--- src/design/ssq_pkg.sv ---
// constants, register map and state type of the brake and stop sequencer
package ssq_pkg;
	// register byte offsets
	localparam int          ADDR_W     = 6;
	localparam logic [5:0]  OFF_CTRL   = 6'h00;
	localparam logic [5:0]  OFF_DELAY  = 6'h04;
	localparam logic [5:0]  OFF_SPEED  = 6'h08;
	localparam logic [5:0]  OFF_WAIT   = 6'h0C;
	localparam logic [5:0]  OFF_MON_A  = 6'h10;
	localparam logic [5:0]  OFF_MON_B  = 6'h14;
	localparam logic [5:0]  OFF_MAXSPD = 6'h18;
	localparam logic [5:0]  OFF_STATUS = 6'h1C;
	// control register fields, two bits each
	localparam int          CTRL_CC_LSB = 0;
	localparam int          CTRL_SM_LSB = 2;
	localparam int          CTRL_BT_LSB = 4;
	localparam logic [1:0]  CC_RST      = 2'h0;
	localparam logic [1:0]  SM_RST      = 2'h0;
	localparam logic [1:0]  BT_RST      = 2'h1;
	// stop modes
	localparam logic [1:0]  SM_DB_HOLD  = 2'h0;
	localparam logic [1:0]  SM_DB_FREE  = 2'h1;
	// timing fields, in steps of one tick
	localparam int          DELAY_W     = 6;
	localparam logic [5:0]  DELAY_MAX   = 6'h32;
	localparam logic [5:0]  DELAY_RST   = 6'h00;
	localparam int          WAIT_W      = 7;
	localparam logic [6:0]  WAIT_MIN    = 7'h0A;
	localparam logic [6:0]  WAIT_MAX    = 7'h64;
	localparam logic [6:0]  WAIT_RST    = 7'h32;
	// speeds in rpm
	localparam int          SPEED_W     = 14;
	localparam logic [13:0] SPEED_MAX   = 14'h2710;
	localparam logic [13:0] SPEED_RST   = 14'h0064;
	localparam logic [13:0] MAXSPD_RST  = 14'h1770;
	// option monitor selectors
	localparam int          MON_SEL_W   = 16;
	localparam logic [15:0] MON_RST     = 16'h0000;
	localparam int          MON_SRC_N   = 8;
	// status register bits
	localparam int          ST_DRIVE    = 0;
	localparam int          ST_BRK_REL  = 1;
	localparam int          ST_DB       = 2;
	localparam int          ST_COMM_ALM = 3;
	localparam int          ST_WDT_ALM  = 4;
	localparam int          ST_STATE    = 8;
	// tick of 10 ms at 100 MHz
	localparam int          CLK_HZ      = 100000000;
	localparam int          TICK_MS     = 10;
	localparam int          TICK_CYCLES = CLK_HZ / 1000 * TICK_MS;
	// bus responses
	localparam logic [1:0]  RESP_OKAY   = 2'h0;
	localparam logic [1:0]  RESP_SLVERR = 2'h2;

	typedef enum logic [3:0]
	{
		S_OFF       = 4'h1,
		S_ON        = 4'h2,
		S_STOP_DLY  = 4'h4,
		S_MOVE_WAIT = 4'h8
	} ssq_state_t;
endpackage

--- src/design/ssq_brake_stop_sequencer.sv ---
// stop mode, holding brake and comm check sequencer with axi4-lite regs
//
// Contract
// - setting 0 checks comm and watchdog errors
// - setting 1 mutes comm alarm, drops bad frames
// - setting 2 mutes watchdog alarm, keeps frames
// - setting 3 mutes both alarms
// - two monitor selectors, default 0000, immediate
// - off on command, alarm or power loss
// - mode 0: dynamic brake, held after stop
// - mode 1: dynamic brake, then coast
// - mode 2: drive off, coast, no brake
// - brake pin low releases, high applies
// - terminal select 0 off, 1..3 pairs
// - shared output circuit is OR of functions
// - brake-to-off delay 0..50 ticks, immediate
// - zero delay: off with brake same cycle
// - delay only when stopped; moving uses others
// - alarm turns drive off at once
// - moving: brake when speed below threshold
// - moving: brake after wait time, first wins
// - threshold capped at maximum motor speed
`timescale 1ns/1ps
module ssq_brake_stop_sequencer
#(
	parameter int          TICK_CYCLES       = ssq_pkg::TICK_CYCLES,
	parameter int          MON_SRC_N         = ssq_pkg::MON_SRC_N,
	parameter logic [13:0] MAX_SPEED_DEFAULT = ssq_pkg::MAXSPD_RST
)
(
	input  wire logic                          aclk,
	input  wire logic                          aresetn,
	input  wire logic [ssq_pkg::ADDR_W-1:0]    s_axi_awaddr,
	input  wire logic                          s_axi_awvalid,
	output logic                               s_axi_awready,
	input  wire logic [31:0]                   s_axi_wdata,
	input  wire logic [3:0]                    s_axi_wstrb,
	input  wire logic                          s_axi_wvalid,
	output logic                               s_axi_wready,
	output logic [1:0]                         s_axi_bresp,
	output logic                               s_axi_bvalid,
	input  wire logic                          s_axi_bready,
	input  wire logic [ssq_pkg::ADDR_W-1:0]    s_axi_araddr,
	input  wire logic                          s_axi_arvalid,
	output logic                               s_axi_arready,
	output logic [31:0]                        s_axi_rdata,
	output logic [1:0]                         s_axi_rresp,
	output logic                               s_axi_rvalid,
	input  wire logic                          s_axi_rready,
	input  wire logic                          servo_on_command,
	input  wire logic                          servo_off_command,
	input  wire logic                          servo_alarm,
	input  wire logic                          main_power_ok,
	input  wire logic [ssq_pkg::SPEED_W-1:0]   motor_speed,
	input  wire logic                          rx_frame_valid,
	input  wire logic                          rx_comm_error,
	input  wire logic                          rx_wdt_error,
	input  wire logic [MON_SRC_N*32-1:0]       monitor_sources,
	input  wire logic [2:0]                    other_output_funcs,
	output logic                               motor_drive_enable,
	output logic                               dynamic_brake,
	output logic                               brake_interlock_output,
	output logic [2:0]                         output_circuit,
	output logic                               rx_frame_accept,
	output logic                               comm_alarm,
	output logic                               wdt_alarm,
	output logic [31:0]                        option_monitor_field_a,
	output logic [31:0]                        option_monitor_field_b
);
	import ssq_pkg::*;

	localparam int TW = $clog2(TICK_CYCLES + 1);

	generate
		if (TICK_CYCLES < 1 || MON_SRC_N < 1 || MON_SRC_N > 65535)
		begin : g_bad_params
			$error("ssq: unsupported parameter values");
		end
	endgenerate

	// configuration
	logic [1:0]           comm_check_control;
	logic [1:0]           stop_mode_select;
	logic [1:0]           brake_output_terminal_select;
	logic [DELAY_W-1:0]   brake_to_servo_off_delay;
	logic [SPEED_W-1:0]   brake_speed_threshold;
	logic [WAIT_W-1:0]    brake_wait_time;
	logic [MON_SEL_W-1:0] option_monitor_select_a;
	logic [MON_SEL_W-1:0] option_monitor_select_b;
	logic [SPEED_W-1:0]   max_speed;

	// sequencer
	ssq_state_t           state;
	ssq_state_t           next_state;
	logic                 next_drive;
	logic                 next_brake_rel;
	logic [TW-1:0]        tick_div;
	logic                 tick;
	logic [WAIT_W-1:0]    step_cnt;
	logic                 off_event;
	logic                 hard_off;
	logic                 moving;
	logic [SPEED_W-1:0]   eff_threshold;

	// bus slave
	logic [ADDR_W-1:0]    wr_addr;
	logic [31:0]          wr_data;
	logic [3:0]           wr_strb;
	logic                 do_write;
	logic                 wr_hit;
	logic [31:0]          rd_word;
	logic                 rd_hit;

	function automatic logic [31:0] merge
	(
		input logic [31:0] old,
		input logic [31:0] data,
		input logic [3:0]  strb
	);
		logic [31:0] res;
		res = old;
		for (int i = 0; i < 4; i++)
		begin
			if (strb[i])
			begin
				res[i*8 +: 8] = data[i*8 +: 8];
			end
		end
		return res;
	endfunction

	function automatic logic [31:0] clamp
	(
		input logic [31:0] v,
		input logic [31:0] lo,
		input logic [31:0] hi
	);
		logic [31:0] res;
		res = v;
		if (v < lo)
		begin
			res = lo;
		end
		else if (v > hi)
		begin
			res = hi;
		end
		return res;
	endfunction

	function automatic logic [31:0] pick
	(
		input logic [MON_SEL_W-1:0]    sel,
		input logic [MON_SRC_N*32-1:0] src
	);
		logic [31:0] res;
		res = 32'h00000000;
		for (int i = 0; i < MON_SRC_N; i++)
		begin
			if (32'(sel) == i)
			begin
				res = src[i*32 +: 32];
			end
		end
		return res;
	endfunction

	// ---------------- axi4-lite write channel
	assign do_write = !s_axi_awready && !s_axi_wready && !s_axi_bvalid;

	always_comb
	begin
		case (wr_addr)
			OFF_CTRL, OFF_DELAY, OFF_SPEED, OFF_WAIT,
			OFF_MON_A, OFF_MON_B, OFF_MAXSPD, OFF_STATUS:
				wr_hit = 1'b1;
			default:
				wr_hit = 1'b0;
		endcase
	end

	// address and data are caught in either order, then written together
	always_ff @(posedge aclk)
	begin
		if (!aresetn)
		begin
			s_axi_awready <= 1'b1;
			s_axi_wready  <= 1'b1;
			s_axi_bvalid  <= 1'b0;
			s_axi_bresp   <= RESP_OKAY;
			wr_addr       <= '0;
			wr_data       <= 32'h00000000;
			wr_strb       <= 4'h0;
		end
		else
		begin
			if (s_axi_awvalid && s_axi_awready)
			begin
				wr_addr       <= {s_axi_awaddr[ADDR_W-1:2], 2'b00};
				s_axi_awready <= 1'b0;
			end
			if (s_axi_wvalid && s_axi_wready)
			begin
				wr_data      <= s_axi_wdata;
				wr_strb      <= s_axi_wstrb;
				s_axi_wready <= 1'b0;
			end
			if (do_write)
			begin
				s_axi_bvalid <= 1'b1;
				s_axi_bresp  <= wr_hit ? RESP_OKAY : RESP_SLVERR;
			end
			if (s_axi_bvalid && s_axi_bready)
			begin
				s_axi_bvalid  <= 1'b0;
				s_axi_awready <= 1'b1;
				s_axi_wready  <= 1'b1;
			end
		end
	end

	// configuration registers; out-of-range writes saturate to the range
	always_ff @(posedge aclk)
	begin
		if (!aresetn)
		begin
			comm_check_control           <= CC_RST;
			stop_mode_select             <= SM_RST;
			brake_output_terminal_select <= BT_RST;
			brake_to_servo_off_delay     <= DELAY_RST;
			brake_speed_threshold        <= SPEED_RST;
			brake_wait_time              <= WAIT_RST;
			option_monitor_select_a      <= MON_RST;
			option_monitor_select_b      <= MON_RST;
			max_speed                    <= MAX_SPEED_DEFAULT;
		end
		else if (do_write)
		begin
			case (wr_addr)
				OFF_CTRL:
				begin
					comm_check_control <= merge(32'(comm_check_control)
						<< CTRL_CC_LSB, wr_data, wr_strb)
						[CTRL_CC_LSB +: 2];
					stop_mode_select <= merge(32'(stop_mode_select)
						<< CTRL_SM_LSB, wr_data, wr_strb)
						[CTRL_SM_LSB +: 2];
					brake_output_terminal_select <= merge(
						32'(brake_output_terminal_select) << CTRL_BT_LSB,
						wr_data, wr_strb)[CTRL_BT_LSB +: 2];
				end
				OFF_DELAY:
					brake_to_servo_off_delay <= DELAY_W'(clamp(
						merge(32'(brake_to_servo_off_delay), wr_data,
						wr_strb), 32'h0, 32'(DELAY_MAX)));
				OFF_SPEED:
					brake_speed_threshold <= SPEED_W'(clamp(
						merge(32'(brake_speed_threshold), wr_data, wr_strb),
						32'h0, 32'(SPEED_MAX)));
				OFF_WAIT:
					brake_wait_time <= WAIT_W'(clamp(
						merge(32'(brake_wait_time), wr_data, wr_strb),
						32'(WAIT_MIN), 32'(WAIT_MAX)));
				OFF_MON_A:
					option_monitor_select_a <= MON_SEL_W'(merge(
						32'(option_monitor_select_a), wr_data, wr_strb));
				OFF_MON_B:
					option_monitor_select_b <= MON_SEL_W'(merge(
						32'(option_monitor_select_b), wr_data, wr_strb));
				OFF_MAXSPD:
					max_speed <= SPEED_W'(clamp(merge(32'(max_speed),
						wr_data, wr_strb), 32'h0, 32'(SPEED_MAX)));
				default:
				begin
				end
			endcase
		end
	end

	// ---------------- axi4-lite read channel
	always_comb
	begin
		rd_hit  = 1'b1;
		rd_word = 32'h00000000;
		case ({s_axi_araddr[ADDR_W-1:2], 2'b00})
			OFF_CTRL:
			begin
				rd_word[CTRL_CC_LSB +: 2] = comm_check_control;
				rd_word[CTRL_SM_LSB +: 2] = stop_mode_select;
				rd_word[CTRL_BT_LSB +: 2] = brake_output_terminal_select;
			end
			OFF_DELAY:  rd_word = 32'(brake_to_servo_off_delay);
			OFF_SPEED:  rd_word = 32'(brake_speed_threshold);
			OFF_WAIT:   rd_word = 32'(brake_wait_time);
			OFF_MON_A:  rd_word = 32'(option_monitor_select_a);
			OFF_MON_B:  rd_word = 32'(option_monitor_select_b);
			OFF_MAXSPD: rd_word = 32'(max_speed);
			OFF_STATUS:
			begin
				rd_word[ST_DRIVE]     = motor_drive_enable;
				rd_word[ST_BRK_REL]   = !brake_interlock_output;
				rd_word[ST_DB]        = dynamic_brake;
				rd_word[ST_COMM_ALM]  = comm_alarm;
				rd_word[ST_WDT_ALM]   = wdt_alarm;
				rd_word[ST_STATE +: 4] = state;
			end
			default:    rd_hit = 1'b0;
		endcase
	end

	always_ff @(posedge aclk)
	begin
		if (!aresetn)
		begin
			s_axi_arready <= 1'b1;
			s_axi_rvalid  <= 1'b0;
			s_axi_rdata   <= 32'h00000000;
			s_axi_rresp   <= RESP_OKAY;
		end
		else if (s_axi_arvalid && s_axi_arready)
		begin
			s_axi_arready <= 1'b0;
			s_axi_rvalid  <= 1'b1;
			s_axi_rdata   <= rd_word;
			s_axi_rresp   <= rd_hit ? RESP_OKAY : RESP_SLVERR;
		end
		else if (s_axi_rvalid && s_axi_rready)
		begin
			s_axi_rvalid  <= 1'b0;
			s_axi_arready <= 1'b1;
		end
	end

	// ---------------- fieldbus receive checks
	always_ff @(posedge aclk)
	begin
		if (!aresetn)
		begin
			rx_frame_accept <= 1'b0;
			comm_alarm      <= 1'b0;
			wdt_alarm       <= 1'b0;
		end
		else
		begin
			// comm-error frames are never used, only the alarm is muted
			rx_frame_accept <= rx_frame_valid && !rx_comm_error
				&& (!rx_wdt_error || comm_check_control[1]);
			// set wins over a write-one clear in the same cycle
			if (rx_frame_valid && rx_comm_error && !comm_check_control[0])
			begin
				comm_alarm <= 1'b1;
			end
			else if (do_write && wr_addr == OFF_STATUS && wr_strb[0]
				&& wr_data[ST_COMM_ALM])
			begin
				comm_alarm <= 1'b0;
			end
			if (rx_frame_valid && rx_wdt_error && !comm_check_control[1])
			begin
				wdt_alarm <= 1'b1;
			end
			else if (do_write && wr_addr == OFF_STATUS && wr_strb[0]
				&& wr_data[ST_WDT_ALM])
			begin
				wdt_alarm <= 1'b0;
			end
		end
	end

	// ---------------- option monitor
	always_ff @(posedge aclk)
	begin
		if (!aresetn)
		begin
			option_monitor_field_a <= 32'h00000000;
			option_monitor_field_b <= 32'h00000000;
		end
		else
		begin
			// unknown selections read as zero
			option_monitor_field_a <= pick(option_monitor_select_a,
				monitor_sources);
			option_monitor_field_b <= pick(option_monitor_select_b,
				monitor_sources);
		end
	end

	// ---------------- tick and step counter
	assign tick = (tick_div == TW'(TICK_CYCLES - 1));

	always_ff @(posedge aclk)
	begin
		if (!aresetn)
		begin
			tick_div <= '0;
			step_cnt <= '0;
		end
		else if (state == S_ON || state == S_OFF)
		begin
			// restarted so the first step ends one tick after the event
			tick_div <= '0;
			step_cnt <= '0;
		end
		else
		begin
			tick_div <= tick ? '0 : tick_div + TW'(1);
			if (tick && step_cnt != WAIT_MAX)
			begin
				step_cnt <= step_cnt + WAIT_W'(1);
			end
		end
	end

	// ---------------- stop sequence
	assign hard_off      = servo_alarm || !main_power_ok;
	assign off_event     = servo_off_command || hard_off;
	assign moving        = motor_speed != '0;
	assign eff_threshold = (brake_speed_threshold > max_speed)
		? max_speed : brake_speed_threshold;

	always_comb
	begin
		next_state     = state;
		next_drive     = motor_drive_enable;
		next_brake_rel = !brake_interlock_output;
		case (state)
			S_OFF:
			begin
				next_drive     = 1'b0;
				next_brake_rel = 1'b0;
				if (servo_on_command && !off_event)
				begin
					next_state     = S_ON;
					next_drive     = 1'b1;
					next_brake_rel = 1'b1;
				end
			end
			S_ON:
			begin
				if (off_event && moving)
				begin
					// brake stays released until slow or timed out
					next_state = S_MOVE_WAIT;
					next_drive = 1'b0;
				end
				else if (off_event)
				begin
					next_brake_rel = 1'b0;
					if (hard_off || brake_to_servo_off_delay == '0)
					begin
						next_state = S_OFF;
						next_drive = 1'b0;
					end
					else
					begin
						next_state = S_STOP_DLY;
					end
				end
			end
			S_STOP_DLY:
			begin
				next_brake_rel = 1'b0;
				if (hard_off
					|| step_cnt >= WAIT_W'(brake_to_servo_off_delay))
				begin
					next_state = S_OFF;
					next_drive = 1'b0;
				end
			end
			S_MOVE_WAIT:
			begin
				next_drive = 1'b0;
				if (motor_speed < eff_threshold
					|| step_cnt >= brake_wait_time)
				begin
					next_state     = S_OFF;
					next_brake_rel = 1'b0;
				end
			end
			default:
			begin
				next_state     = S_OFF;
				next_drive     = 1'b0;
				next_brake_rel = 1'b0;
			end
		endcase
	end

	always_ff @(posedge aclk)
	begin
		if (!aresetn)
		begin
			state                  <= S_OFF;
			motor_drive_enable     <= 1'b0;
			brake_interlock_output <= 1'b1;
			dynamic_brake          <= 1'b0;
			output_circuit         <= 3'h0;
		end
		else
		begin
			state                  <= next_state;
			motor_drive_enable     <= next_drive;
			brake_interlock_output <= !next_brake_rel;
			// mode 1 lets go once stopped; 2 and 3 never brake
			dynamic_brake <= !next_drive
				&& (stop_mode_select == SM_DB_HOLD
				|| (stop_mode_select == SM_DB_FREE && moving));
			for (int i = 0; i < 3; i++)
			begin
				output_circuit[i] <= other_output_funcs[i]
					|| (next_brake_rel
					&& brake_output_terminal_select == 2'(i + 1));
			end
		end
	end
endmodule

--- config.mk ---
export PLATFORM = sky130hd
export DESIGN_NAME = ssq_brake_stop_sequencer
export DESIGN_NICKNAME = d
export VERILOG_FILES = /design/src/design/ssq_pkg.sv /design/src/design/ssq_brake_stop_sequencer.sv
export SDC_FILE = /design/constraint.sdc
export NUM_CORES = 1
export LEC_CHECK = 0
export BUFFER_PORTS_ARGS = -buffer_cell sky130_fd_sc_hd__buf_2
export CORE_AREA = 2 2 175 177
export DETAILED_ROUTE_END_ITERATION = 16
export DIE_AREA = 0 0 177 179
export PLACE_DENSITY = 0.77
export SLEW_MARGIN = 5
export SYNTH_ARGS = -nofsm -noshare
export SYNTH_HDL_FRONTEND = slang
export SYNTH_SLANG_ARGS = --single-unit
--- constraint.sdc ---
create_clock -name aclk -period 4.7 [get_ports aclk]
set_clock_uncertainty 0.05 [all_clocks]
set_input_delay 0.94 -clock aclk [delete_from_list [all_inputs] [get_ports aclk]]
set_output_delay 0.94 -clock aclk [all_outputs]
set_load 0.05 [all_outputs]
After elaboration in Yosys (flattened, before gate mapping)
Memory sizes are Yosys's and may differ from the RTL's. A register that Yosys moved wholly into a read port is not among the register bits.
Index checks and enable logic that the tools add are counted.

cells by class
  reductions and logical operators = 72
  multiplexer cells = 118
  add/sub/neg operators = 2
  magnitude comparators = 12
  equal/unequal tests = 42
  bitwise logic cells = 1

operators by type and width
  operator                                                                 number
  32-bit 2-to-1 mux                                                        16
  8-bit 2-to-1 mux                                                         57
  16-bit by 3-bit equality test with 1-bit output (second input constant)  8
  32-bit by 1-bit < comparator with 1-bit output (second input constant)   3
  14-bit 2-to-1 mux                                                        5
  16-bit by 2-bit equality test with 1-bit output (second input constant)  4
  32-bit by 14-bit > comparator with 1-bit output (second input constant)  2
  5-bit one-hot mux with 8 select lines                                    1
  4-bit by 3-bit equality test with 1-bit output (second input constant)   9
  16-bit by 1-bit equality test with 1-bit output (second input constant)  2
  32-bit by 6-bit > comparator with 1-bit output (second input constant)   1
  32-bit by 7-bit > comparator with 1-bit output (second input constant)   1
  16-bit zero test                                                         2
  32-bit by 4-bit < comparator with 1-bit output (second input constant)   1
  4-bit one-hot mux with 4 select lines                                    2
  1-bit logical AND                                                        25
  20-bit by 1-bit adder with 20-bit output (second input constant)         1
  20-bit equality test (second input constant)                             1
  4-bit by 2-bit equality test with 1-bit output (second input constant)   5
  4-bit 2-to-1 mux                                                         5
  4-bit one-hot mux with 5 select lines                                    1
  1-bit 2-to-1 mux                                                         18
  3-bit AND reduction                                                      5
  14-bit > comparator                                                      1
  other kinds (33)                                                         71

word-level totals
  bits in registers = 264
  memory bits (read-only) = 32
  memories = 1
  word-level logic and storage cells = 282

memories
  name             depth  width  read ports  clocked after memory_dff  wr ports  RTL line                         text
  (no name shown)  32     1      1           1                         0         ssq_brake_stop_sequencer.sv:173  case (wr_addr)

Longest topological paths before layout
Gate-level depths: netlist of run 1.

  word-level depth = 9
  gate-level depth with buffers = 17
  depth with buffers taken out = 16

Least setup slack after synthesis of run 1
No wires, ideal clock.

  path kind = register to register
  start point = register max_speed[13]
  end point = register output_circuit[0]
  period minus slack after synthesis = 3.927 ns
  stages on the path, launching flop included = 17
  setup slack = 0.773 ns
  library setup time = 0.128 ns
  arrival time = 3.749 ns
  data required time = 4.522 ns
  cell sequence = dfxtp_1 inv_1 ha_1 nand4_1 nor2_1 o221ai_1 a32oi_1 clkbuf_1 mux2i_1 ha_1 nor4_1 nor3_1 a21oi_1 nor2_1 or3_1 o21bai_1 o41ai_1

on the way
  longest elaborated chain between the ends = 8

ends and longest elaborated chain
  item                                     RTL line                         text
  from (decl)                              ssq_brake_stop_sequencer.sv:90   logic [SPEED_W-1:0] max_speed;
  from (signal assigned)                   ssq_brake_stop_sequencer.sv:271  max_speed <= SPEED_W'(clamp(merge(32'(max_speed),
  14-bit > comparator                      ssq_brake_stop_sequencer.sv:418  assign eff_threshold = (brake_speed_threshold > max_speed)
  14-bit 2-to-1 mux *                      ssq_brake_stop_sequencer.sv:419  ? max_speed : brake_speed_threshold;
  14-bit < comparator *                    ssq_brake_stop_sequencer.sv:473  if (motor_speed < eff_threshold
  1-bit logical OR *                       ssq_brake_stop_sequencer.sv:474  || step_cnt >= brake_wait_time)
  1-bit 2-to-1 mux *                       ssq_brake_stop_sequencer.sv:473
  1-bit one-hot mux with 3 select lines *  ssq_brake_stop_sequencer.sv:426  case (state)
  1-bit logical AND *                      ssq_brake_stop_sequencer.sv:512  && brake_output_terminal_select == 2'(i + 1));
  1-bit logical OR *                       ssq_brake_stop_sequencer.sv:511  || (next_brake_rel
  to (signal, indexed assignment)          ssq_brake_stop_sequencer.sv:510  output_circuit[i] <= other_output_funcs[i]
  to (decl)                                ssq_brake_stop_sequencer.sv:63   output logic [2:0] output_circuit,

Every way passes the cells marked *; elsewhere a longest branch is shown, timed or not.
A chain may end at the register's enable or synchronous reset.

Worst setup path after layout of run 1
  start point = register max_speed[13]
  end point = register output_circuit[2]

Same word-level chain as after synthesis.

==> results of run 1 <==
==> registers in the layout, summed over array words and instances (netlist names), 3 cells and up <==
signal	flops
wr_addr	4
option_monitor_field_a	32
option_monitor_select_b	16
tick_div	20
step_cnt	7
brake_to_servo_off_delay	6
output_circuit	3
state	4
option_monitor_field_b	32
max_speed	14
wr_strb	4
brake_speed_threshold	14
wr_data	32
option_monitor_select_a	16
s_axi_rdata	16
brake_wait_time	7
==> critical path: stages (launching register included) <==
cell	delay, ps
dfxtp_1	430
inv_1	70
ha_1	310
nand4_1	120
nor2_1	180
o221ai_1	150
a32oi_1	280
buf_4	250
mux2i_1	240
ha_1	280
nor4_1	300
nor3_1	80
a21oi_1	460
nor2_1	130
or3_1	330
o21bai_1	270
o41ai_1	130
==> final timing paths <==
check                                                 from                      endpoint  slack [ps]  cells past startpoint
worst min register to register    wr_data[19]$_SDFFE_PN0P_      wr_data[19]$_SDFFE_PN0P_         400                      2
worst max-delay path            max_speed[13]$_SDFFE_PN0P_  output_circuit[2]$_SDFF_PN0_         510                     16
worst max register to register  max_speed[13]$_SDFFE_PN0P_  output_circuit[2]$_SDFF_PN0_         510                     16
worst min-delay path              wr_data[19]$_SDFFE_PN0P_      wr_data[19]$_SDFFE_PN0P_         400                      2
==> layer usage <==
layer | vias up | routed length [um]
met1 | 7535 | 22800
met2 | 1029 | 27300
met4 | 22 | 3810
li1 | 7130 | -
met5 | - | 189
met3 | 282 | 6540
==> final cells by class <==
| type | count | area share |
|---|---|---|
| multi-input combinational | 1303 | 0.506 |
| sequential | 246 | 0.274 |
| timing repair buffer | 448 | 0.128 |
| clock buffer | 40 | 0.0448 |
| tap | 396 | 0.0275 |
| inverter | 50 | 0.0107 |
| clock inverter | 10 | 0.00605 |
| antenna | 26 | 0.00361 |
==> cells in the mapped netlist, types with 13 or more instances <==
cell	number	area share
o21ai_0	51	0.017
nor3_1	31	0.011
a22o_1	35	0.021
nor2_1	173	0.044
a22oi_1	75	0.038
mux4_2	44	0.067
buf_4	18	0.0092
mux2_2	65	0.050
nand4_1	15	0.0064
nand3_1	33	0.011
a222oi_1	23	0.016
nor3b_1	13	0.0066
a21oi_1	169	0.057
nand2b_1	13	0.0055
ha_1	43	0.037
inv_1	50	0.013
nand2_1	183	0.047
mux2i_1	74	0.050
o22a_1	15	0.0089
o22ai_1	37	0.016
clkbuf_1	107	0.027
nor4_1	15	0.0064
dfxtp_1	246	0.33
==> power by group <==
group	switching, mW	internal [mW]
Combinational	0.506	0.280
Sequential	0.0667	2.15
Clock	0.896	1.30
==> logic make-up after synthesis <==
logic type / count (synthesis)
simple gates: 545
xor+xnor: 21
fa+ha+maj: 43
mux: 183
buf+inv: 193
other cells: 1
flops: 246
compound gates: 493
==> through the flow <==
stage / utilization / hold slack, ps
2_1_floorplan: - / 381
3_3_place_gp: 0.567 / 390
3_5_place_dp: 0.567 / 391
4_1_cts: 0.597 / 399
5_1_grt: 0.599 / 432
6_report: 0.600 / 400
==> run_results.csv, run 1 <==
group,metric,value,unit
clocking,ctsRootBufferMaster,"clkbuf_16",
yosys,netlist_area,14700,um^2
min_path,hold_class,"flop to flop",
yosys,synth_ff_type,"dfxtp_1",
global_routing,grt_max_degree,84,
clocking,postCtsSetupBuffers,0,
yosys,synthMuxAreaShare,0.167,
global_routing,met1_usage,0.452,
clocking,cts_made_buffers,28,
global_routing,use_met2,0.575,
yosys,ys_ff_latch,246,
timing,fin_crit_sh,0.892,
yosys,avgSynthCellArea,8.53,um^2
yosys,async_reset_ff_frac,0,
timing,fin_ws,509,ps
yosys,syn-instance-count,1725,
floorplan,die_width,177,um
worst_setup_path,start_kind,"flop",
floorplan,rows,64,
layout,area_growth,22.3,%
placed_design,place_ws,618,ps
placed_design,place_inst,2443,
global_routing,antenna_found_initial,35,
global_routing,grt.busiest_layer,"met2",
routing,antenna_left,0,
timing,grt_setup_unrepaired,"false",
floorplan,pin_count,449,
yosys,synth_top_family_by_area,"compound AO/OA/AOI/OAI gates",
clocking,postCtsHoldBufs,0,
floorplan,start_util,0.490,
placed_design,io_buffers,426,
routing,drt-wirelength-per-cell,24.0,um
run_status,status,"finished clean",
worst_setup_path,critPathKind,"flop to flop",
global_routing,track_usage,0.373,
timing,max_freq,239,MHz
layout,fillCellCount,2660,
clocking,cts.htree.levels,1,
global_routing,first_global_vias,15182,
layout,final_common_cell,"buf_2",
layout,fin_nets,2455,
yosys,synth_compound_area_frac,0.223,
timing,slew_viol_final,0,
power_and_ir_drop,leakage,7.28,nW
global_routing,use_met3,0.123,
placed_design,dp_hpwl,44100,um
routing,viasPerCell,6.35,
power_and_ir_drop,powerDensity,288,nW/um^2
layout,instances_no_fill,2519,
worst_setup_path,path_max_fanout,8,
yosys,synth-simple-area-share,0.172,
timing,slew_headroom,0.152,
floorplan,die_h,179,um
clocking,clockBufferDepth,3,
layout,multiInputGateArea,9100,um^2
routing,firstDrtPassIters,6,
routing,vias,15998,
timing,worst_pin_slew,1270,ps
routing,drtIter0Drc,1989,
clocking,cts_tree,"done",
global_routing,grt_pass1_wl,90100,um
power_and_ir_drop,fin_total_pwr,5.19,mW
routing,drc_errors,0,
yosys,ys_types,70,
power_and_ir_drop,ir_drop,266,uV
worst_setup_path,end_kind,"flop",
routing,wl,60600,um
timing,finalSetupViolCount,0,
yosys,yosys.area_share.adder,0.0366,
layout,ff_latch_area,4940,um^2
worst_setup_path,cp.required,5070,ps
clocking,clk_latency,560,ps
layout,drive_gt1_frac,0.300,
yosys,synth_xor_area_frac,0.0125,
placed_design,gp_congestion,0.970,
clocking,ctsResizeCount,0,
placed_design,placed_cell_area,17000,um^2
layout,final_cell_mix,"buf_2 (426), dfxtp_1 (242), nand2_1 (183)",
timing,hold_viol_final,0,
worst_setup_path,arrival,4560,ps
clocking,clkTransAtPathRegs,60,ps
clocking,cts_num_sinks,246,
layout,final_area,18000,um^2
run,cap_violations,0,
floorplan,core,30000,um^2
timing,finalSetupTns,0,ps
timing,period_needed,4190,ps
yosys,ys.warnings.count,0,
yosys,yosysSeqAreaShare,0.335,
floorplan,dieArea,31700,um^2
global_routing,grt_overflow,0,
yosys,synth_edf_count,0,
(Power assumes the default switching activity.)
==> run 2, diff against run 1 <==
--- a/config.mk
+++ b/config.mk
@@ -5,11 +5,10 @@
 export SDC_FILE = /design/constraint.sdc
 export NUM_CORES = 1
 export LEC_CHECK = 0
-export BUFFER_PORTS_ARGS = -buffer_cell sky130_fd_sc_hd__buf_2
 export CORE_AREA = 2 2 175 177
 export DETAILED_ROUTE_END_ITERATION = 16
 export DIE_AREA = 0 0 177 179
-export PLACE_DENSITY = 0.77
+export DONT_BUFFER_PORTS = 1
 export SLEW_MARGIN = 5
 export SYNTH_ARGS = -nofsm -noshare
 export SYNTH_HDL_FRONTEND = slang
==> run 2 against run 1 <==
Against the previous run: die area stayed put; worst hold slack lost 2.6 ps; core utilization down 7.0 points; register-to-register slack gained 150 ps; non-clock buffer count shrank 426; via count is 12% lower; highest routed layer unchanged.
==> run_results.csv, run 2 (same netlist as run 1, synthesis figures left out) <==
group,metric,value,unit
run_status,status,"finished clean",
timing,period_needed,4050,ps
worst_setup_path,reg2reg_depth,16,
worst_setup_path,critPathSlowestCell,"dfxtp_1",
floorplan,pin_count,449,
floorplan,start_util,0.490,
worst_setup_path,cp.required,5060,ps
floorplan,dieArea,31700,um^2
floorplan,die_width,177,um
clocking,clk_latency,550,ps
floorplan,core,30000,um^2
routing,vias,14028,
worst_setup_path,slowest_delay,460,ps
min_path,holdPathEnd,"wr_data[18]$_SDFFE_PN0P_",
timing,fin_crit_sh,0.861,
layout,drive_gt1_frac,0.126,
timing,grt_setup_unrepaired,"false",
clocking,cts_num_sinks,246,
min_path,hold_path.startpoint,"wr_data[18]$_SDFFE_PN0P_",
run,cap_violations,0,
clocking,cts.htree.levels,1,
layout,fin_nets,2030,
min_path,hold_class,"flop to flop",
global_routing,grt_overflow,0,
timing,slew_headroom,0.217,
global_routing,track_usage,0.344,
clocking,clockBufferDepth,3,
clocking,cts_made_buffers,29,
floorplan,die_h,179,um
global_routing,first_global_vias,13005,
placed_design,dp_hpwl,42500,um
routing,wl,57500,um
clocking,clkTransAtPathRegs,60,ps
layout,reg.largest.list,"option_monitor_field_a x32, option_monitor_field_b x32, wr_data x32",
placed_design,io_buffers,0,
global_routing,antenna_found_initial,6,
power_and_ir_drop,powerDensity,321,nW/um^2
worst_setup_path,arrival,4400,ps
placed_design,gp_congestion,0.972,
timing,finalSetupTns,0,ps
layout,final_common_cell,"dfxtp_1",
global_routing,grt_max_degree,112,
timing,finalSetupViolCount,0,
worst_setup_path,path_max_fanout,15,
routing,firstDrtPassIters,7,
min_path,hold_depth,2,
clocking,cts_tree,"done",
timing,slew_viol_final,0,
worst_setup_path,critPathKind,"flop to flop",
layout,area_growth,7.98,%
global_routing,grt_pass1_wl,83100,um
timing,hold_viol_final,0,
routing,drc_errors,0,
floorplan,rows,64,
worst_setup_path,path_cells,"inv_1 -> ha_1 -> nand4_1 -> nor2_1 -> o221ai_1 -> a32oi_1 -> buf_4 -> mux2i_1 -> ha_1 -> a211oi_1 -> o21ai_0 -> a21oi_1 -> nor2_1 -> or3_1 -> o21bai_1 -> o41ai_1",
worst_setup_path,r2r_end,"output_circuit[0]$_SDFF_PN0_",
routing,drtIter0Drc,1726,
layout,final_cell_mix,"dfxtp_1 (242), nand2_1 (183), a21oi_1 (169), nor2_1 (169), a22oi_1 (75)",
clocking,postCtsHoldBufs,0,
power_and_ir_drop,ir_drop,288,uV
clocking,ctsResizeCount,0,
power_and_ir_drop,leakage,5.57,nW
worst_setup_path,end_kind,"flop",
worst_setup_path,start_kind,"flop",
routing,antenna_left,0,
clocking,postCtsSetupBuffers,0,
timing,max_freq,247,MHz
routing,viasPerCell,6.77,
worst_setup_path,r2r_slack,650,ps
routing,drt-wirelength-per-cell,27.7,um
worst_setup_path,r2r-start,"max_speed[12]$_SDFFE_PN1P_",
clocking,ctsRootBufferMaster,"clkbuf_16",
timing,worst_pin_slew,1170,ps
timing,fin_ws,654,ps
placed_design,place_ws,659,ps
run 2: cell count changes in the layout (fill, tap and decap cells not counted), sizes merged:
cell / delta
buf: -426
bufinv: +1
clkbuf: -2
clkinv: +3
clkinvlp: -2
diode: -22
inv: +1
run 2: layout make-up:
cell class | count | area (um^2)
fillers | 2852 | 14100
multi-input cells | 1303 | 9090
flip-flops and latches | 246 | 4940
clock buffers | 38 | 840
well taps | 396 | 495
inverters | 50 | 193
repair buffers | 22 | 178
clock inverters | 13 | 148
diodes | 4 | 10.0
run 2: how the worst max path moves through the flow:
| stage | end | startpoint | cells past startpoint | slack, ps |
|---|---|---|---|---|
| after floorplan | output_circuit[0]$_SDFF_PN0_ | max_speed[13]$_SDFFE_PN0P_ | 16 | 770 |
| after global routing | output_circuit[1]$_SDFF_PN0_ | max_speed[13]$_SDFFE_PN0P_ | 16 | 260 |
| after CTS | output_circuit[0]$_SDFF_PN0_ | max_speed[12]$_SDFFE_PN1P_ | 16 | 630 |
| after detailed placement | output_circuit[0]$_SDFF_PN0_ | max_speed[12]$_SDFFE_PN1P_ | 16 | 660 |
| final | output_circuit[0]$_SDFF_PN0_ | max_speed[12]$_SDFFE_PN1P_ | 16 | 650 |
| after global placement | output_circuit[0]$_SDFF_PN0_ | max_speed[13]$_SDFFE_PN0P_ | 16 | 780 |
run 2: critical path: cells and delay by family (launching register included):
| kind | cells | cell delay, ps |
|---|---|---|
| simple gates | 4 | 750 |
| mux | 1 | 250 |
| buf+inv | 2 | 360 |
| flops | 1 | 460 |
| compound gates | 7 | 1470 |
| fa+ha+maj | 2 | 570 |
run 2: power by group:
| group | internal (mW) | total (mW) | switching [mW] |
|---|---|---|---|
| logic | 0.160 | 0.396 | 0.236 |
| clock network | 1.41 | 2.33 | 0.919 |
| registers | 2.15 | 2.37 | 0.223 |
| total | 3.72 | 5.10 | 1.38 |
run 2: metal layers:
| metal | GRT usage | vias to the layer above | wire length, um |
|---|---|---|---|
| met1 | 0.437 | 6684 | 21800 |
| met2 | 0.530 | 883 | 25800 |
| met3 | 0.116 | 195 | 7100 |
| met4 | 0.145 | 10 | 2590 |
| li1 | - | 6256 | - |
| met5 | 0.0160 | - | 116 |
run 2: metrics by stage:
| stage | area (um^2) | instances | power, mW | util | hold WS [ps] |
|---|---|---|---|---|---|
| 5_1_grt | 15900 | 2072 | 5.25 | 0.529 | 404 |
| 3_5_place_dp | 14900 | 2017 | 2.80 | 0.496 | 394 |
| 3_3_place_gp | 14900 | 2017 | 2.80 | 0.496 | 390 |
| 2_1_floorplan | 14800 | 1742 | 2.71 | - | 381 |
| 4_1_cts | 15900 | 2068 | 5.12 | 0.529 | 400 |
| 6_report | 15900 | 2072 | 5.10 | 0.529 | 398 |
